File: src/verilog/mie_pkg.sv
/*
  Shared constants and types of the data-move instruction executor.
  Assumes the core decoder has already turned the opcode into one command code and split out its operands.
*/
package mie_pkg;
  typedef enum logic [2:0] {
    CMD_NOP = 3'h0,
    CMD_INDIRECT_MOVE_TO_ACC = 3'h1,
    CMD_LOAD_BANK_LITERAL = 3'h2,
    CMD_LOAD_PC_HIGH_LITERAL = 3'h3,
    CMD_LOAD_ACC_LITERAL = 3'h4,
    CMD_STORE_ACC_TO_FILE = 3'h5
  } mie_cmd_t;

  typedef enum logic [0:0] {
    PH_IDLE = 1'b0,
    PH_READ = 1'b1
  } mie_phase_t;

  // Pointer update codes
  localparam logic [1:0] UPD_PRE_INC = 2'h0;
  localparam logic [1:0] UPD_PRE_DEC = 2'h1;
  localparam logic [1:0] UPD_POST_INC = 2'h2;
  localparam logic [1:0] UPD_POST_DEC = 2'h3;

  localparam int PTR_W = 16;
  localparam int BANK_W = 5;
  localparam int PCH_W = 7;
  localparam int FILE_W = 7;
  localparam int DATA_W = 8;
  localparam int OFS_W = 6;

  // In-bank addresses of the two indirect windows
  localparam logic [6:0] WINDOW0_ADDR = 7'h00;
  localparam logic [6:0] WINDOW1_ADDR = 7'h01;

  localparam logic [7:0] ACC_RST = 8'h00;
  localparam logic [4:0] BANK_RST = 5'h00;
  localparam logic [6:0] PCH_RST = 7'h00;
  localparam logic [15:0] PTR_RST = 16'h0000;
  localparam logic [15:0] STEP_INC = 16'h0001;
  localparam logic [15:0] STEP_DEC = 16'hffff;
endpackage : mie_pkg

File: src/verilog/mie_exec.sv
/*
  Executor of the data-move instructions: indirect move to the accumulator,
  literal loads of bank select, program counter high latch and accumulator, and accumulator store.
  Assumes a data memory that presents read data in the same cycle its read enable is high,
  and a core that issues a new command only while busy is low.
*/
// Function
// - Indirect move copies data reached through one of two pointers into accumulator.
// - Update code: 00 pre-inc, 01 pre-dec, 10 post-inc, 11 post-dec.
// - Relative form addresses pointer plus signed offset from -32 to 31.
// - Pointer ends one up or down; relative form leaves it unchanged.
// - Pre modes access the updated pointer; post modes access the old one.
// - Indirect window has no storage; accesses go to the pointed location.
// - Pointers are 16 bits and wrap at both ends.
// - Load bank literal writes 5-bit literal to bank select, flags unchanged.
// - Load pc high literal writes 7-bit literal to program counter high latch.
// - Load acc literal writes 8-bit literal to accumulator in one cycle.
// - Store acc writes accumulator to file register in one cycle, flags unchanged.
`timescale 1ns/1ps
module mie_exec (
  input wire logic clk,
  input wire logic rstn,
  input wire logic instrValid,
  input wire mie_pkg::mie_cmd_t cmd,
  input wire logic ptrSel,
  input wire logic relForm,
  input wire logic [1:0] updCode,
  input wire logic [5:0] offset,
  input wire logic [7:0] literal,
  input wire logic [6:0] fileAddr,
  input wire logic [7:0] memRdData,
  output logic memRdEn,
  output logic memWrEn,
  output logic [15:0] memAddr,
  output logic [7:0] memWrData,
  output logic [7:0] acc,
  output logic zeroFlag,
  output logic [4:0] bankSelect,
  output logic [6:0] pcHighLatch,
  output logic [15:0] pointer0,
  output logic [15:0] pointer1,
  output logic busy,
  output logic done
);
  typedef struct packed {
    mie_pkg::mie_phase_t phase;
    logic [7:0] acc;
    logic zero;
    logic [4:0] bank;
    logic [6:0] pch;
    logic [1:0][15:0] ptr;
    logic rdEn;
    logic wrEn;
    logic [15:0] addr;
    logic [7:0] wrData;
    logic busy;
    logic done;
  } mie_state_t;

  mie_state_t s_r;
  mie_state_t s_nxt;
  logic [15:0] effAddr;
  logic [15:0] ptrNext;
  logic take;
  logic windowHit;

  mie_ptr_calc u_calc (
    .ptrVal(s_r.ptr[ptrSel]),
    .relForm(relForm),
    .updCode(updCode),
    .offset(offset),
    .effAddr(effAddr),
    .ptrNext(ptrNext)
  );

  assign take = instrValid && (s_r.phase == mie_pkg::PH_IDLE);
  assign windowHit = (fileAddr == mie_pkg::WINDOW0_ADDR) || (fileAddr == mie_pkg::WINDOW1_ADDR);

  always_comb begin
    s_nxt = s_r;
    s_nxt.rdEn = 1'b0;
    s_nxt.wrEn = 1'b0;
    s_nxt.done = 1'b0;
    case (s_r.phase)
      mie_pkg::PH_IDLE: begin
        if (instrValid) begin
          case (cmd)
            mie_pkg::CMD_INDIRECT_MOVE_TO_ACC: begin
              s_nxt.rdEn = 1'b1;
              s_nxt.addr = effAddr;
              s_nxt.ptr[ptrSel] = ptrNext;
              s_nxt.busy = 1'b1;
              s_nxt.phase = mie_pkg::PH_READ;
            end
            mie_pkg::CMD_LOAD_BANK_LITERAL: begin
              s_nxt.bank = literal[4:0];
              s_nxt.done = 1'b1;
            end
            mie_pkg::CMD_LOAD_PC_HIGH_LITERAL: begin
              s_nxt.pch = literal[6:0];
              s_nxt.done = 1'b1;
            end
            mie_pkg::CMD_LOAD_ACC_LITERAL: begin
              s_nxt.acc = literal;
              s_nxt.done = 1'b1;
            end
            mie_pkg::CMD_STORE_ACC_TO_FILE: begin
              s_nxt.wrEn = 1'b1;
              s_nxt.wrData = s_r.acc;
              // The window is redirected, so it never needs a flop of its own
              if (windowHit) begin
                s_nxt.addr = s_r.ptr[fileAddr[0]];
              end else begin
                s_nxt.addr = {4'h0, s_r.bank, fileAddr};
              end
              s_nxt.done = 1'b1;
            end
            default: begin
            end
          endcase
        end
      end
      mie_pkg::PH_READ: begin
        s_nxt.acc = memRdData;
        s_nxt.zero = (memRdData == 8'h00);
        s_nxt.busy = 1'b0;
        s_nxt.done = 1'b1;
        s_nxt.phase = mie_pkg::PH_IDLE;
      end
      default: begin
        s_nxt.phase = mie_pkg::PH_IDLE;
        s_nxt.busy = 1'b0;
      end
    endcase
  end

  always_ff @(posedge clk or negedge rstn) begin
    if (!rstn) begin
      s_r <= '{phase: mie_pkg::PH_IDLE, acc: mie_pkg::ACC_RST, zero: 1'b0, bank: mie_pkg::BANK_RST,
               pch: mie_pkg::PCH_RST, ptr: {mie_pkg::PTR_RST, mie_pkg::PTR_RST}, rdEn: 1'b0, wrEn: 1'b0,
               addr: mie_pkg::PTR_RST, wrData: mie_pkg::ACC_RST, busy: 1'b0, done: 1'b0};
    end else begin
      s_r <= s_nxt;
    end
  end

  assign memRdEn = s_r.rdEn;
  assign memWrEn = s_r.wrEn;
  assign memAddr = s_r.addr;
  assign memWrData = s_r.wrData;
  assign acc = s_r.acc;
  assign zeroFlag = s_r.zero;
  assign bankSelect = s_r.bank;
  assign pcHighLatch = s_r.pch;
  assign pointer0 = s_r.ptr[0];
  assign pointer1 = s_r.ptr[1];
  assign busy = s_r.busy;
  assign done = s_r.done;

  logic takeInd;
  logic takeBank;
  logic takePch;
  logic takeAcc;
  logic takeStore;
  assign takeInd = take && cmd == mie_pkg::CMD_INDIRECT_MOVE_TO_ACC;
  assign takeBank = take && cmd == mie_pkg::CMD_LOAD_BANK_LITERAL;
  assign takePch = take && cmd == mie_pkg::CMD_LOAD_PC_HIGH_LITERAL;
  assign takeAcc = take && cmd == mie_pkg::CMD_LOAD_ACC_LITERAL;
  assign takeStore = take && cmd == mie_pkg::CMD_STORE_ACC_TO_FILE;
endmodule : mie_exec

File: src/verilog/mie_ptr_calc.sv
/*
  Effective address and updated pointer for the indirect move.
  Purely combinational; the caller registers both results.
*/
`timescale 1ns/1ps
module mie_ptr_calc (
  input wire logic [15:0] ptrVal,
  input wire logic relForm,
  input wire logic [1:0] updCode,
  input wire logic [5:0] offset,
  output logic [15:0] effAddr,
  output logic [15:0] ptrNext
);
  logic [15:0] stepped;
  logic [15:0] relAddr;

  always_comb begin
    // 16-bit sums drop the carry, which gives the wraparound at both ends
    stepped = ptrVal + (updCode[0] ? mie_pkg::STEP_DEC : mie_pkg::STEP_INC);
    relAddr = ptrVal + {{10{offset[5]}}, offset};
    if (relForm) begin
      effAddr = relAddr;
      ptrNext = ptrVal;
    end else begin
      effAddr = updCode[1] ? ptrVal : stepped;
      ptrNext = stepped;
    end
  end
endmodule : mie_ptr_calc

File: config.mk
export PLATFORM = sky130hd
export DESIGN_NAME = mie_exec
export DESIGN_NICKNAME = d
export VERILOG_FILES = /design/src/verilog/mie_pkg.sv /design/src/verilog/mie_exec.sv /design/src/verilog/mie_ptr_calc.sv
export SDC_FILE = /design/constraint.sdc
export NUM_CORES = 1
export LEC_CHECK = 0
export CAP_MARGIN = 10
export CORE_ASPECT_RATIO = 1.5
export CORE_UTILIZATION = 63
export DETAILED_ROUTE_END_ITERATION = 7
export DONT_BUFFER_PORTS = 1
export PLACE_DENSITY = 0.8
export REMOVE_ABC_BUFFERS = 1
export SKIP_LAST_GASP = 1
export SYNTH_ARGS = -nofsm -noshare
export SYNTH_HDL_FRONTEND = slang
export SYNTH_SLANG_ARGS = --single-unit
File: constraint.sdc
create_clock -name clk -period 4 [get_ports clk]
set_input_delay 0 -clock clk [delete_from_list [all_inputs] [get_ports clk]]
set_output_delay 0 -clock clk [all_outputs]
set_load 0.01 [all_outputs]
Yosys cells after proc, flatten, opt, wreduce, memory -nomap -nowiden

Index checks and enable logic that the tools add are counted.
Widths: inputs -> output; s select.

$add $sub $neg: 2
$lt $le $gt $ge: 3
Eq/ne operators: 9
Multiplexer cells: 25
Bitwise operators: 1
Reductions and logical operators: 13

Operator list:

| cell               | number |
|---|---|
| $mux 16            | 10 |
| $add 16x16->16     | 2 |
| $bwmux 32          | 1 |
| $pmux 16 s2        | 1 |
| $mux 28            | 1 |
| $mux 26            | 1 |
| $pmux 9 s2         | 1 |
| $demux 16 s1       | 1 |
| $mux 8             | 2 |
| $reduce_and 3->1   | 5 |
| $mux 9             | 1 |
| $logic_not 8->1    | 1 |
| $eq 7x1->1 const B | 1 |
| $logic_not 7->1    | 1 |
| $eq 3x2->1 const B | 2 |
| $eq 3x3->1 const B | 2 |
| $mux 1             | 5 |
| $lt 1x2->1 const B | 2 |
| $ne 2x1->1 const B | 2 |
| $pmux 2 s2         | 1 |
| $reduce_and 2->1   | 2 |
| $reduce_or 4->1    | 1 |
| $eq 3x1->1 const B | 1 |
| $ne 2x2->1 const B | 1 |
| 5 further kinds    | 5 |

Bits in registers: 82
Input port bits: 39
Output and inout port bits: 81
Logic and storage cells: 66

Depth between registers and ports, before layout

Gate-level depths: netlist of the first run.

Word-level depth: 8
Gate-level depth with buffers: 12
Depth with buffers taken out: 11

Modules after synthesis

From an unflattened synthesis of the first run, not the netlist that was laid out.

Cell total of the unflattened synthesis: 574
Area, all modules: 5597.9 sq um

Modules (own cells, without submodules):

| module       | times used | cells each | area each (sq um) | sequential area each (sq um) |
|---|---|---|---|---|
| mie_exec     | 1          | 306        | 3768.6            | 2026.9 |
| mie_ptr_calc | 1          | 268        | 1829.3            | 0.0 |

Worst setup path before layout of the first run

OpenSTA, ideal clock, no wires.

Kind: register to register
Start: register s_r (netlist bit pointer0[0])
End: register s_r (netlist bit memAddr[14])
Library setup time: 0.126 ns
Arrival: 2.706 ns
Data required time: 3.874 ns
Path slack: 1.168 ns
Stages on the path, launching flop included: 12
Buffers on the path: 0
Clock period less this slack: 2.832 ns
Path through: dfrtp_1 -> mux2i_4 -> inv_1 -> ha_1 -> fa_1 -> a21o_1 -> a31oi_1 -> o21ai_0 -> a21oi_1 -> a21oi_1 -> xor2_1 -> a221o_1

Cells in the longest elaborated chain, start to end: 6
Elaborated cells on any way between the ends: 7
Those cells by class: 2 x add/sub; 5 x mux

RTL lines:

| element                                      | RTL line           | text |
|---|---|---|
| start: declaration                           | mie_exec.sv:60     | `mie_state_t s_r;` |
| start signal: assignment                     | mie_exec.sv:139    | `s_r <= '{phase: mie_pkg::PH_IDLE, acc: mie_pkg::ACC_RST, zero: 1'b0, bank: mie_pkg::BANK_RST,` |
| start signal: assignment                     | mie_exec.sv:143    | `s_r <= s_nxt;` |
| $mux 16 (implied by the code) * (2 in a row) | mie_exec.sv:68     | `.ptrVal(s_r.ptr[ptrSel]),` |
| $add 16x16->16                               | mie_ptr_calc.sv:19 | `stepped = ptrVal + (updCode[0] ? mie_pkg::STEP_DEC : mie_pkg::STEP_INC);` |
| $mux 16                                      | mie_ptr_calc.sv:25 | `effAddr = updCode[1] ? ptrVal : stepped;` |
| $mux 16 *                                    | mie_ptr_calc.sv:21 | `if (relForm) begin` |
| $pmux 16 s2 *                                | mie_exec.sv:87     | `case (cmd)` |

Every way passes the cells marked *; elsewhere a longest branch is shown, timed or not. The select of a mux whose other input is x is not followed.
A chain may end at the register's enable or synchronous reset.

Worst setup path in the final report of the first run

Start: register s_r (netlist bit pointer1[1])
End: register s_r (netlist bit memAddr[9])

The elaborated chain is that of the path after synthesis.

==> results by group, run 1 <==
Outcome
  • Status: completed

Timing
  • Max-slew headroom: 0.311
  • Final worst path period share: 0.871
  • Min Tclk post-route: 3.48 ns
  • RSZ-0062 raised after global routing: false
  • WHS: 0.00364 ns
  • Fmax: between 200 and 300 MHz
  • Worst Max-Slew Pin Slew: a little over 1 ns
  • TNS Setup: 0 ns
  • Setup slack after layout: 0.518 ns
  • Final setup fails: 0
  • Final hold violations: 0
  • Final max-slew violation count: 0
  • Setup Skew: roughly 0.0053 ns

Power
  • Pwr Total: 4.78 mW
  • Leakage power: approximately 2.8 nW
  • Max VDD drop: 0.407 mV
  • Power density cells: between 700 and 800 mW/mm²

Hold path
  • Hold path depth: 4
  • Hold endpoint: memAddr[5]
  • Hold WC Path Type: primary input to flop
  • Hold Crit Start: fileAddr[5]

Worst setup path
  • R2R depth: 10
  • Critical R2R Capture: memAddr[9]
  • Worst r2r src: pointer1[1]
  • Worst setup SP type: flop
  • CP arrival: roughly 3.8 ns
  • Setup CP Type: flop to flop
  • R2R Setup Slk: ~0.52 ns
  • Crit path capture type: flop
  • Req. time, crit path: approximately 4.3 ns
  • Critical Path Fanout Max: 5

Global route
  • Vias in the first global route: 5281
  • Global-route wire length before repair: 27200 µm
  • All-Layer GR Usage: 0.389
  • Largest net degree at the start of global routing: around 80
  • Congestion Overflow GR: 0
  • Initial antenna violation count: 0

Synth
  • Synth area leader: dfrtp_1
  • Register area share after synthesis: 0.362
  • Post-Syn Area: 0.00559 mm²
  • Yosys reg bits: 81
  • Ys flop type: dfrtp_1
  • Synth warnings: 0
  • Synth top area share: 0.362
  • Synth top area cells: dfrtp_1 (36%), mux2_2 (9.7%), ha_1 (6.5%)
  • Syn avg cell area: 9.33 µm²
  • EDFF count, synth: 0
  • Count of cell types in the netlist: 62
  • Post-Syn Instances: 599
  • Asr flop ratio synth: 1.00

Place
  • Global placement routability congestion: 1.01
  • Port bufs: 0
  • Place WS: 0.835 ns
  • Detail Placement HPWL: between 10000 and 15000 µm

Clock network
  • Clk slew on worst S/H paths: 0.06 ns
  • Max Buffers Root-to-Sink: 2
  • CTS tree: yes
  • Clk_lat worst skew: between 0.3 and 0.4 ns
  • H-tree depth: 3
  • CTS Root Cell: clkbuf_16
  • TritonCTS buffer count: 9
  • CTS sink cnt: 81

Layout
  • Area growth syn-to-layout: 12.7%
  • Final #Nets: 691
  • Most frequent cells in the layout: dfrtp_1 (81), nand2_1 (76), nor2_1 (49)
  • Commonest non-fill, non-tap cell in the layout: dfrtp_1
  • Share of layout cells above drive strength 1: 0.128
  • ANT cells: 0

Die
  • Die Wd: 78.9 µm
  • Core ar.: 0.00852 mm²
  • I/O pin count: 120
  • Die span in y: 117 µm
  • Initial Util: 0.657
  • FP Rows: 41
  • Die area: 0.00926 mm²

Flow run
  • Max cap viols: 0

Route
  • Post-DRT Antenna Nets: 0
  • DRC viols: 0
  • Final wirelength: 17400 µm
  • Vias: 5101
  • Drt first pass iters: 5
  • DRT iter0 DRCs: between 500 and 600
  • Wirelength per Cell: 23.7 µm
  • Vias/cell: 6.96
==> repair_timing <==
item                                    4_1_cts  5_1_grt
endpoints found under the setup margin        0        0
setup buffers                                 0        0
resized for setup                             0        0
endpoints found under the hold margin       125        0
hold buffers                                 35        0
==> final cells by class <==
type,instances,area [µm²]
Tap cell,107,134
Clock buffer,10,229
Multi-Input combinational cell,471,3380
Sequential cell,81,2030
Timing Repair Buffer,38,390
Fill cell,581,2210
Clock inverter,6,67.6
Inverter,20,75.1
==> how the worst max path moves through the flow <==
stage	from	endpoint	slack [ns]	depth (start not counted)
after floorplan	pointer0[0]	memAddr[14]	1.17	11
after global placement	pointer0[0]	memAddr[14]	0.87	11
after detailed placement	pointer0[0]	memAddr[10]	0.83	11
final	pointer1[1]	memAddr[9]	0.52	10
after global routing	pointer0[0]	memAddr[9]	0.41	11
after CTS	pointer0[1]	memAddr[9]	0.65	10
==> power by group <==
| group | internal, mW | switching [mW] | total (mW) |
|---|---|---|---|
| Combinational | 1.03 | 1.35 | 2.38 |
| Clock | 0.486 | 0.338 | 0.824 |
| Sequential | 1.10 | 0.469 | 1.57 |
| Total | 2.62 | 2.16 | 4.78 |
==> registers in the layout (all words and copies together), names as in the netlist <==
signal	count
pointer1	16
done	1
pointer0	16
acc	8
memWrData	8
bankSelect	5
s_r	1
memAddr	16
memWrEn	1
busy	1
pcHighLatch	7
zeroFlag	1
==> per-layer routing <==
layer,share of wire,wire length [µm],GRT usage,up-vias
met4,0.075,1310,0.293,0
met3,0.10,1760,0.118,110
met1,0.35,6130,0.426,2393
met5,0,0,0,-
li1,-,-,-,2250
met2,0.47,8170,0.620,348
==> logic make-up (layout without fill, tap and decap cells) <==
group,Yosys count,after routing,share of synthesized area
AO/OA/AOI/OAI,175,175,0.221
AND/OR/NAND/NOR,171,171,0.135
flip-flops,81,81,0.362
multiplexers,63,63,0.126
buffers and inverters,47,74,0.0340
adder cells (fa/ha/maj),31,31,0.0721
XOR/XNOR,31,31,0.0499
==> worst max-delay path: stages (launching register included) <==
cell and delay, ns:
dfrtp_1 0.45, mux2_2 0.37, ha_1 0.32, a211oi_1 0.38, o21bai_1 0.21, a221oi_1 0.38
xor2_1 0.13, o311ai_0 0.35, o21ai_0 0.18, nand3_1 0.10, dlygate4sd3_1 0.54
==> metrics by stage <==
step | utilization | cells | cell area (µm²)
finish | 0.740 | 733 | 6300
global route | 0.740 | 733 | 6300
CTS | 0.739 | 733 | 6300
detailed placement | 0.661 | 682 | 5630
global placement | 0.661 | 682 | 5630
floorplan | - | 572 | 5480
==> cells in the mapped netlist (4+ instances only) <==
cell type   n
nand2_1    76
nand3_1    10
a222oi_1    7
o211ai_1    7
o21ai_0    33
nand2b_1    4
xor2_1     20
nor3_1      5
nand4_1     5
nor4_1      4
xnor2_1    10
dfrtp_1    81
a21oi_1    48
buf_2       5
a21o_1     15
mux2_2     48
mux2i_1    14
clkbuf_1   21
inv_1      19
ha_1       29
and3_1      7
a211o_1     4
a211oi_1    7
o31ai_1     5
a31oi_1     8
nor2_1     49
o21a_1      7
Power figures use the tool's default switching activity.
==> run 2: changes to the inputs <==
--- a/config.mk
+++ b/config.mk
@@ -5,8 +5,9 @@
 export SDC_FILE = /design/constraint.sdc
 export NUM_CORES = 1
 export LEC_CHECK = 0
-export CAP_MARGIN = 10
+export CAP_MARGIN = 20
 export CORE_ASPECT_RATIO = 1.5
+export CORE_MARGIN = 4
 export CORE_UTILIZATION = 63
 export DETAILED_ROUTE_END_ITERATION = 7
 export DONT_BUFFER_PORTS = 1
==> run 2 against run 1 <==
Wire length rose by 3.6%. Combinational power barely moved. Critical path type unchanged. Hold slack improved by 0.0049 ns. Global-route usage fell by 3.9 points.
==> results by group, run 2 (synthesis gave the netlist of run 1 again) <==
Outcome
  • Status: completed (unchanged)

Route
  • Vias: 5134 (was 5101)
  • Met1 WL: 6080 µm (was 6130 µm)
  • DRC viols: 0 (unchanged)
  • DR WL met3: 1720 µm (was 1760 µm)
  • Post-DRT Antenna Nets: 0 (unchanged)
  • Vias/cell: 6.99 (was 6.96)
  • Max Used Layer: met4 (unchanged)
  • WL met2: 8820 µm (was 8170 µm)
  • Wirelength per Cell: 24.5 µm (was 23.7 µm)
  • DRT iter0 DRCs: 465 (was 507)
  • Final wirelength: 18000 µm (was 17400 µm)
  • Drt first pass iters: 6 (was 5)

Timing
  • Fmax: 295 MHz (was 287 MHz)
  • TNS Setup: 0 ns (unchanged)
  • RSZ-0062 raised after global routing: false (unchanged)
  • Worst Max-Slew Pin Slew: 1.04 ns (was 1.03 ns)
  • Max-slew headroom: 0.303 (was 0.311)
  • Min Tclk post-route: 3.39 ns (was 3.48 ns)
  • Final hold violations: 0 (unchanged)
  • Final worst path period share: 0.847 (was 0.871)
  • Final setup fails: 0 (unchanged)
  • Final max-slew violation count: 0 (unchanged)
  • Setup Skew: 0.00599 ns (was 0.00527 ns)

Clock network
  • Max Buffers Root-to-Sink: 2 (unchanged)
  • TritonCTS buffer count: 9 (unchanged)
  • CTS tree: yes (unchanged)
  • CTS sink cnt: 81 (unchanged)
  • CTS Root Cell: clkbuf_16 (unchanged)
  • Postcts setup bufs: 0 (unchanged)
  • Clk_lat worst skew: 0.34 ns (about the same)
  • H-tree depth: 3 (unchanged)
  • Clk slew on worst S/H paths: 0.06 ns (about the same)

Global route
  • Global-route wire length before repair: 28000 µm (was 27200 µm)
  • All-Layer GR Usage: 0.349 (was 0.389)
  • Initial antenna violation count: 0 (unchanged)
  • Congestion Overflow GR: 0 (unchanged)
  • Largest net degree at the start of global routing: 82 (unchanged)
  • Vias in the first global route: 5182 (was 5281)

Worst setup path
  • Crit-path cells: mux2_2 -> ha_1 -> a211oi_1 -> o21bai_1 -> a221oi_1 -> xor2_1 -> o311ai_0 -> o21ai_0 -> nand3_1 -> dlygate4sd3_1 (unchanged)
  • Worst setup SP type: flop (unchanged)
  • Critical Path Fanout Max: 5 (unchanged)
  • CP arrival: 3.67 ns (was 3.76 ns)
  • Crit path capture type: flop (unchanged)
  • Setup CP Type: flop to flop (unchanged)
  • CP max-delay cell: dlygate4sd3_1 (unchanged)
  • Top Family by Delay on Critical Path: compound AO/OA/AOI/OAI gates (unchanged)
  • CP max stage delay: 0.54 ns (about the same)
  • Critical path buffers and inverters: 1 (unchanged)
  • Req. time, crit path: 4.28 ns (about the same)

Power
  • Power density cells: 758 mW/mm² (about the same)
  • Pwr Total: 4.79 mW (was 4.78 mW)
  • Max VDD drop: 0.383 mV (was 0.407 mV)
  • Leakage power: 2.86 nW (was 2.83 nW)

Die
  • FP Rows: 41 (unchanged)
  • Die area: 0.0105 mm² (was 0.00926 mm²)
  • Die span in y: 123 µm (was 117 µm)
  • Initial Util: 0.657 (unchanged)
  • I/O pin count: 120 (unchanged)
  • Core ar.: 0.00852 mm² (unchanged)
  • Die Wd: 84.9 µm (was 78.9 µm)

Layout
  • ANT cells: 0 (unchanged)
  • Area growth syn-to-layout: 13.1% (was 12.7%)
  • Most frequent cells in the layout: dfrtp_1 (81), nand2_1 (76), nor2_1 (49) (unchanged)
  • Commonest non-fill, non-tap cell in the layout: dfrtp_1 (unchanged)
  • Share of layout cells above drive strength 1: 0.132 (was 0.128)
  • Final #Nets: 693 (was 691)
  • Fill count: 587 (was 581)

Place
  • Port bufs: 0 (unchanged)
  • Global placement routability congestion: 0.891 (was 1.01)
  • Detail Placement HPWL: 12300 µm (was 11800 µm)

Hold path
  • Hold WC Path Type: primary input to flop (unchanged)

Flow run
  • Max cap viols: 0 (unchanged)
[run 2: final cells by class]
cell class	count	area (µm²)	share of cell area
Multi-Input combinational cell	471	3370	0.534
Tap cell	107	134	0.0212
Clock buffer	11	253	0.0400
Sequential cell	81	2030	0.320
Clock inverter	5	61.3	0.00969
Timing Repair Buffer	40	400	0.0633
Inverter	20	75.1	0.0119
[run 2: power breakdown]
part	leakage [nW]	switching (mW)	internal (mW)
Sequential	0.997	0.468	1.10
Clock	0.156	0.343	0.521
Combinational	1.71	1.33	1.02
Total	2.86	2.15	2.65
[run 2: timing repair]
action,4_1_cts,5_1_grt
hold buffers,34,0
resized for setup,0,0
endpoints found under the hold margin,126,0
[run 2: per-stage QoR]
step                instances  setup slack [ns]   util  area [µm²]  hold WS [ns]
floorplan                 572              1.17      -        5480        -0.296
global placement          684             0.888  0.663        5650        -0.294
detailed placement        685             0.845  0.664        5650        -0.294
CTS                       735             0.693  0.743        6320       0.00113
global route              735             0.309  0.743        6320       0.00147
finish                    735             0.614  0.743        6320       0.00854
[run 2: path summary, 6_finish.rpt]
kind                                  to  cells past startpoint  slack (ns)    startpoint
max                           memAddr[9]                     10        0.61   pointer1[1]
max in group asynchronous  bankSelect[4]                      2        3.43          rstn
min reg2reg                 memWrData[5]                      2        0.56  memWrData[5]
max reg2reg                   memAddr[9]                     10        0.61   pointer1[1]
min in group asynchronous         acc[0]                      2        0.25          rstn
min                           memAddr[5]                      4       0.009   fileAddr[5]
[run 2: worst register-to-register path, delay by kind of cell, from the launching register on]
kind / cells / cell delay, ns
compound gates: 5 / 1.44
buf+inv: 1 / 0.54
xor+xnor: 1 / 0.13
flops: 1 / 0.44
fa+ha+maj: 1 / 0.33
simple gates: 1 / 0.08
mux: 1 / 0.37
[run 2: metal layers]
metal  GRT usage  up-vias
li1            -     2250
met1       0.374     2442
met2       0.601      332
met3      0.0860      110
met4       0.244        0
met5           0        -
==> run 3: changes to the inputs <==
--- a/config.mk
+++ b/config.mk
@@ -5,6 +5,7 @@
 export SDC_FILE = /design/constraint.sdc
 export NUM_CORES = 1
 export LEC_CHECK = 0
+export ABC_AREA = 1
 export CAP_MARGIN = 20
 export CORE_ASPECT_RATIO = 1.5
 export CORE_MARGIN = 4
==> constraint.sdc (replaced) <==
create_clock -name clk -period 3.5 [get_ports clk]
set_input_delay 0 -clock clk [delete_from_list [all_inputs] [get_ports clk]]
set_output_delay 0 -clock clk [all_outputs]
set_load 0.01 [all_outputs]
==> run 3 against run 2 <==
Wire length increased by 34%. Flip-flop and latch count unchanged. Largest cell class unchanged. Critical path type unchanged. Die area increased by 7.1%.
==> results by group, run 3 <==
Timing
  • RSZ-0062 raised after global routing: false (unchanged)
  • Final max-slew violation count: 0 (unchanged)
  • Final hold violations: 0 (unchanged)
  • Worst Max-Slew Pin Slew: 0.954 ns (was 1.04 ns)
  • Min Tclk post-route: 3.12 ns (was 3.39 ns)
  • Final setup fails: 0 (unchanged)
  • Setup Skew: 0.00686 ns (was 0.00599 ns)
  • Max-slew headroom: 0.362 (was 0.303)
  • Fmax: 321 MHz (was 295 MHz)
  • Final worst path period share: 0.890 (was 0.847)
  • TNS Setup: 0 ns (unchanged)

Worst setup path
  • Worst setup SP type: flop (unchanged)
  • Worst r2r src: pointer0[4] (was pointer1[1])
  • Critical Path Fanout Max: 4 (was 5)
  • Setup CP Type: flop to flop (unchanged)
  • CP arrival: 3.35 ns (was 3.67 ns)
  • Req. time, crit path: 3.73 ns (was 4.28 ns)
  • Crit path capture type: flop (unchanged)
  • Worst Setup SP: pointer0[4] (was pointer1[1])

Clock network
  • Postcts setup bufs: 0 (unchanged)
  • Clk slew on worst S/H paths: 0.06 ns (about the same)
  • H-tree depth: 3 (unchanged)
  • TritonCTS buffer count: 9 (unchanged)
  • CTS sink cnt: 81 (unchanged)
  • CTS Root Cell: clkbuf_16 (unchanged)
  • Post-CTS sizing: 0 (unchanged)
  • Max Buffers Root-to-Sink: 2 (unchanged)
  • Hold buffer count at cts: 37 (was 34)
  • Clk_lat worst skew: 0.35 ns (was 0.34 ns)
  • CTS tree: yes (unchanged)

Power
  • Leakage power: 3.42 nW (was 2.86 nW)
  • Max VDD drop: 0.481 mV (was 0.383 mV)
  • Power density cells: 664 mW/mm² (was 758 mW/mm²)
  • P_int: 2.33 mW (was 2.65 mW)
  • Pwr Total: 4.44 mW (was 4.79 mW)
  • Net Sw Frac: 0.476 (was 0.448)
  • Clock power share: 0.203 (was 0.180)
  • P_sw: 2.11 mW (was 2.15 mW)
  • Comb power frac: 0.435 (was 0.492)
  • Sequential share of power: 0.362 (was 0.328)

Die
  • Die span in y: 128 µm (was 123 µm)
  • Core ar.: 0.00931 mm² (was 0.00852 mm²)
  • FP Rows: 43 (was 41)
  • Die area: 0.0112 mm² (was 0.0105 mm²)
  • Initial Util: 0.647 (was 0.657)
  • I/O pin count: 120 (unchanged)
  • Die Wd: 87.8 µm (was 84.9 µm)

Flow run
  • Max cap viols: 0 (unchanged)

Synth
  • Count of cell types in the netlist: 46 (was 62)
  • Yosys reg bits: 81 (unchanged)
  • Synth warnings: 0 (unchanged)
  • Post-Syn Area: 0.00602 mm² (was 0.00559 mm²)
  • Synth top area cells: dfrtp_1 (34%), nand2_1 (16%), nand3_1 (6.5%) (was dfrtp_1 (36%), mux2_2 (9.7%), ha_1 (6.5%))
  • Ys flop type: dfrtp_1 (unchanged)
  • EDFF count, synth: 0 (unchanged)
  • Synth cell count leaders: nand2_1 (261), dfrtp_1 (81), inv_1 (81) (was dfrtp_1 (81), nand2_1 (76), nor2_1 (49))
  • Post-Syn Instances: 858 (was 599)
  • Register area share after synthesis: 0.337 (was 0.362)
  • Count leader, synth: nand2_1 (was dfrtp_1)
  • Syn avg cell area: 7.02 µm² (was 9.33 µm²)
  • Synth area leader: dfrtp_1 (unchanged)
  • Synth top area share: 0.337 (was 0.362)
  • Asr flop ratio synth: 1.00 (unchanged)

Layout
  • Fin cells: 999 (was 735)
  • Multi-input logic area: 0.00348 mm² (was 0.00337 mm²)
  • Share of layout cells above drive strength 1: 0.0609 (was 0.132)
  • Fill count: 699 (was 587)
  • FF/Latch Area: 0.00203 mm² (unchanged)
  • Area growth syn-to-layout: 10.9% (was 13.1%)
  • Final #Nets: 952 (was 693)
  • ANT cells: 0 (unchanged)
  • Most frequent cells in the layout: nand2_1 (261), inv_1 (81), dfrtp_1 (81) (was dfrtp_1 (81), nand2_1 (76), nor2_1 (49))
  • Commonest non-fill, non-tap cell in the layout: nand2_1 (was dfrtp_1)

Hold path
  • Hold WC Path Type: primary input to flop (unchanged)
  • Hold Crit Start: fileAddr[0] (was fileAddr[5])

Route
  • Vias/cell: 6.80 (was 6.99)
  • Wirelength per Cell: 24.1 µm (was 24.5 µm)
  • Drt first pass iters: 6 (unchanged)
  • DRT iter0 DRCs: 969 (was 465)
  • Post-DRT Antenna Nets: 0 (unchanged)
  • Vias: 6797 (was 5134)
  • DRC viols: 0 (unchanged)
  • Final wirelength: 24100 µm (was 18000 µm)

Global route
  • Largest net degree at the start of global routing: 82 (unchanged)
  • Vias in the first global route: 6817 (was 5182)
  • Global-route wire length before repair: 37800 µm (was 28000 µm)
  • Congestion Overflow GR: 0 (unchanged)
  • Initial antenna violation count: 0 (unchanged)
  • All-Layer GR Usage: 0.447 (was 0.349)

Outcome
  • Status: completed (unchanged)

Place
  • Global placement routability congestion: 1.17 (was 0.891)
  • Placed Cells: 946 (was 685)
  • Detail Placement HPWL: 16100 µm (was 12300 µm)
  • Port bufs: 0 (unchanged)
-- run 3: changes by cell type after synthesis, moves of 15 or more --
cell,before,now
clkbuf_1,21,6
inv_1,19,81
mux2_2,48,5
nand2_1,76,261
nand3_1,10,78
o21ai_0,33,75
-- run 3: area by class of cell --
| type | count | share of cell area |
|---|---|---|
| multi-input combinational | 662 | 0.522 |
| tap | 112 | 0.0210 |
| timing repair buffer | 41 | 0.0625 |
| sequential | 81 | 0.303 |
| clock inverter | 7 | 0.00787 |
| clock buffer | 9 | 0.0337 |
| inverter | 87 | 0.0500 |
-- run 3: power groups by stage --
stage               Combinational (mW)  Clock (mW)  Sequential (mW)
floorplan                         1.28           0             1.49
global placement                  1.70           0             1.59
detailed placement                1.73           0             1.59
CTS                               1.83       0.887             1.58
global route                      2.12       0.927             1.62
finish                            1.93       0.901             1.61
-- run 3: logic make-up after synthesis --
| family | Yosys count | synth area share |
|---|---|---|
| buffers and inverters | 115 | 0.0850 |
| DFF | 81 | 0.337 |
| adders and majority gates | 31 | 0.0669 |
| AOI/OAI and AO/OA | 179 | 0.161 |
| and+or+nand+nor | 431 | 0.317 |
| muxes | 8 | 0.0143 |
| xor gates and xnor gates | 13 | 0.0189 |
-- run 3: critical path: stages, from the launching register on --
cell and delay, ns:
dfrtp_1 0.42, inv_1 0.08, o21ai_0 0.67, ha_1 0.44, nand2_1 0.15, inv_1 0.05, nand2_1 0.06, nand2_1 0.07
xor2_1 0.17, nor2_1 0.12, o211ai_1 0.09, nand2_1 0.10, dlygate4sd3_1 0.54, nand2_1 0.05
-- run 3: final timing paths --
check / slack, ns / endpoint / cells past startpoint
max reg2reg: 0.38 / memAddr[6] / 13
min reg2reg: 0.56 / memAddr[13] / 2
min: 0.02 / memAddr[13] / 6
max in group asynchronous: 2.95 / memAddr[14] / 2
max: 0.38 / memAddr[6] / 13
min in group asynchronous: 0.20 / pcHighLatch[0] / 2
-- run 3: routing by layer --
| layer | vias up | track usage | part of all wire |
|---|---|---|---|
| met3 | 181 | 0.140 | 0.13 |
| met1 | 3099 | 0.498 | 0.31 |
| met5 | - | 0 | 0 |
| met4 | 0 | 0.280 | 0.084 |
| li1 | 2890 | - | - |
| met2 | 627 | 0.730 | 0.48 |
-- run 3: stage by stage --
step	area (µm²)	hold slack [ns]	setup slack (ns)	util
2_1_floorplan	5850	-0.296	1.36	-
5_1_grt	6680	0.0347	0.180	0.718
6_report	6680	0.0162	0.384	0.718
3_5_place_dp	6020	-0.294	0.600	0.646
3_3_place_gp	6020	-0.294	0.644	0.646
4_1_cts	6680	0.00531	0.424	0.718
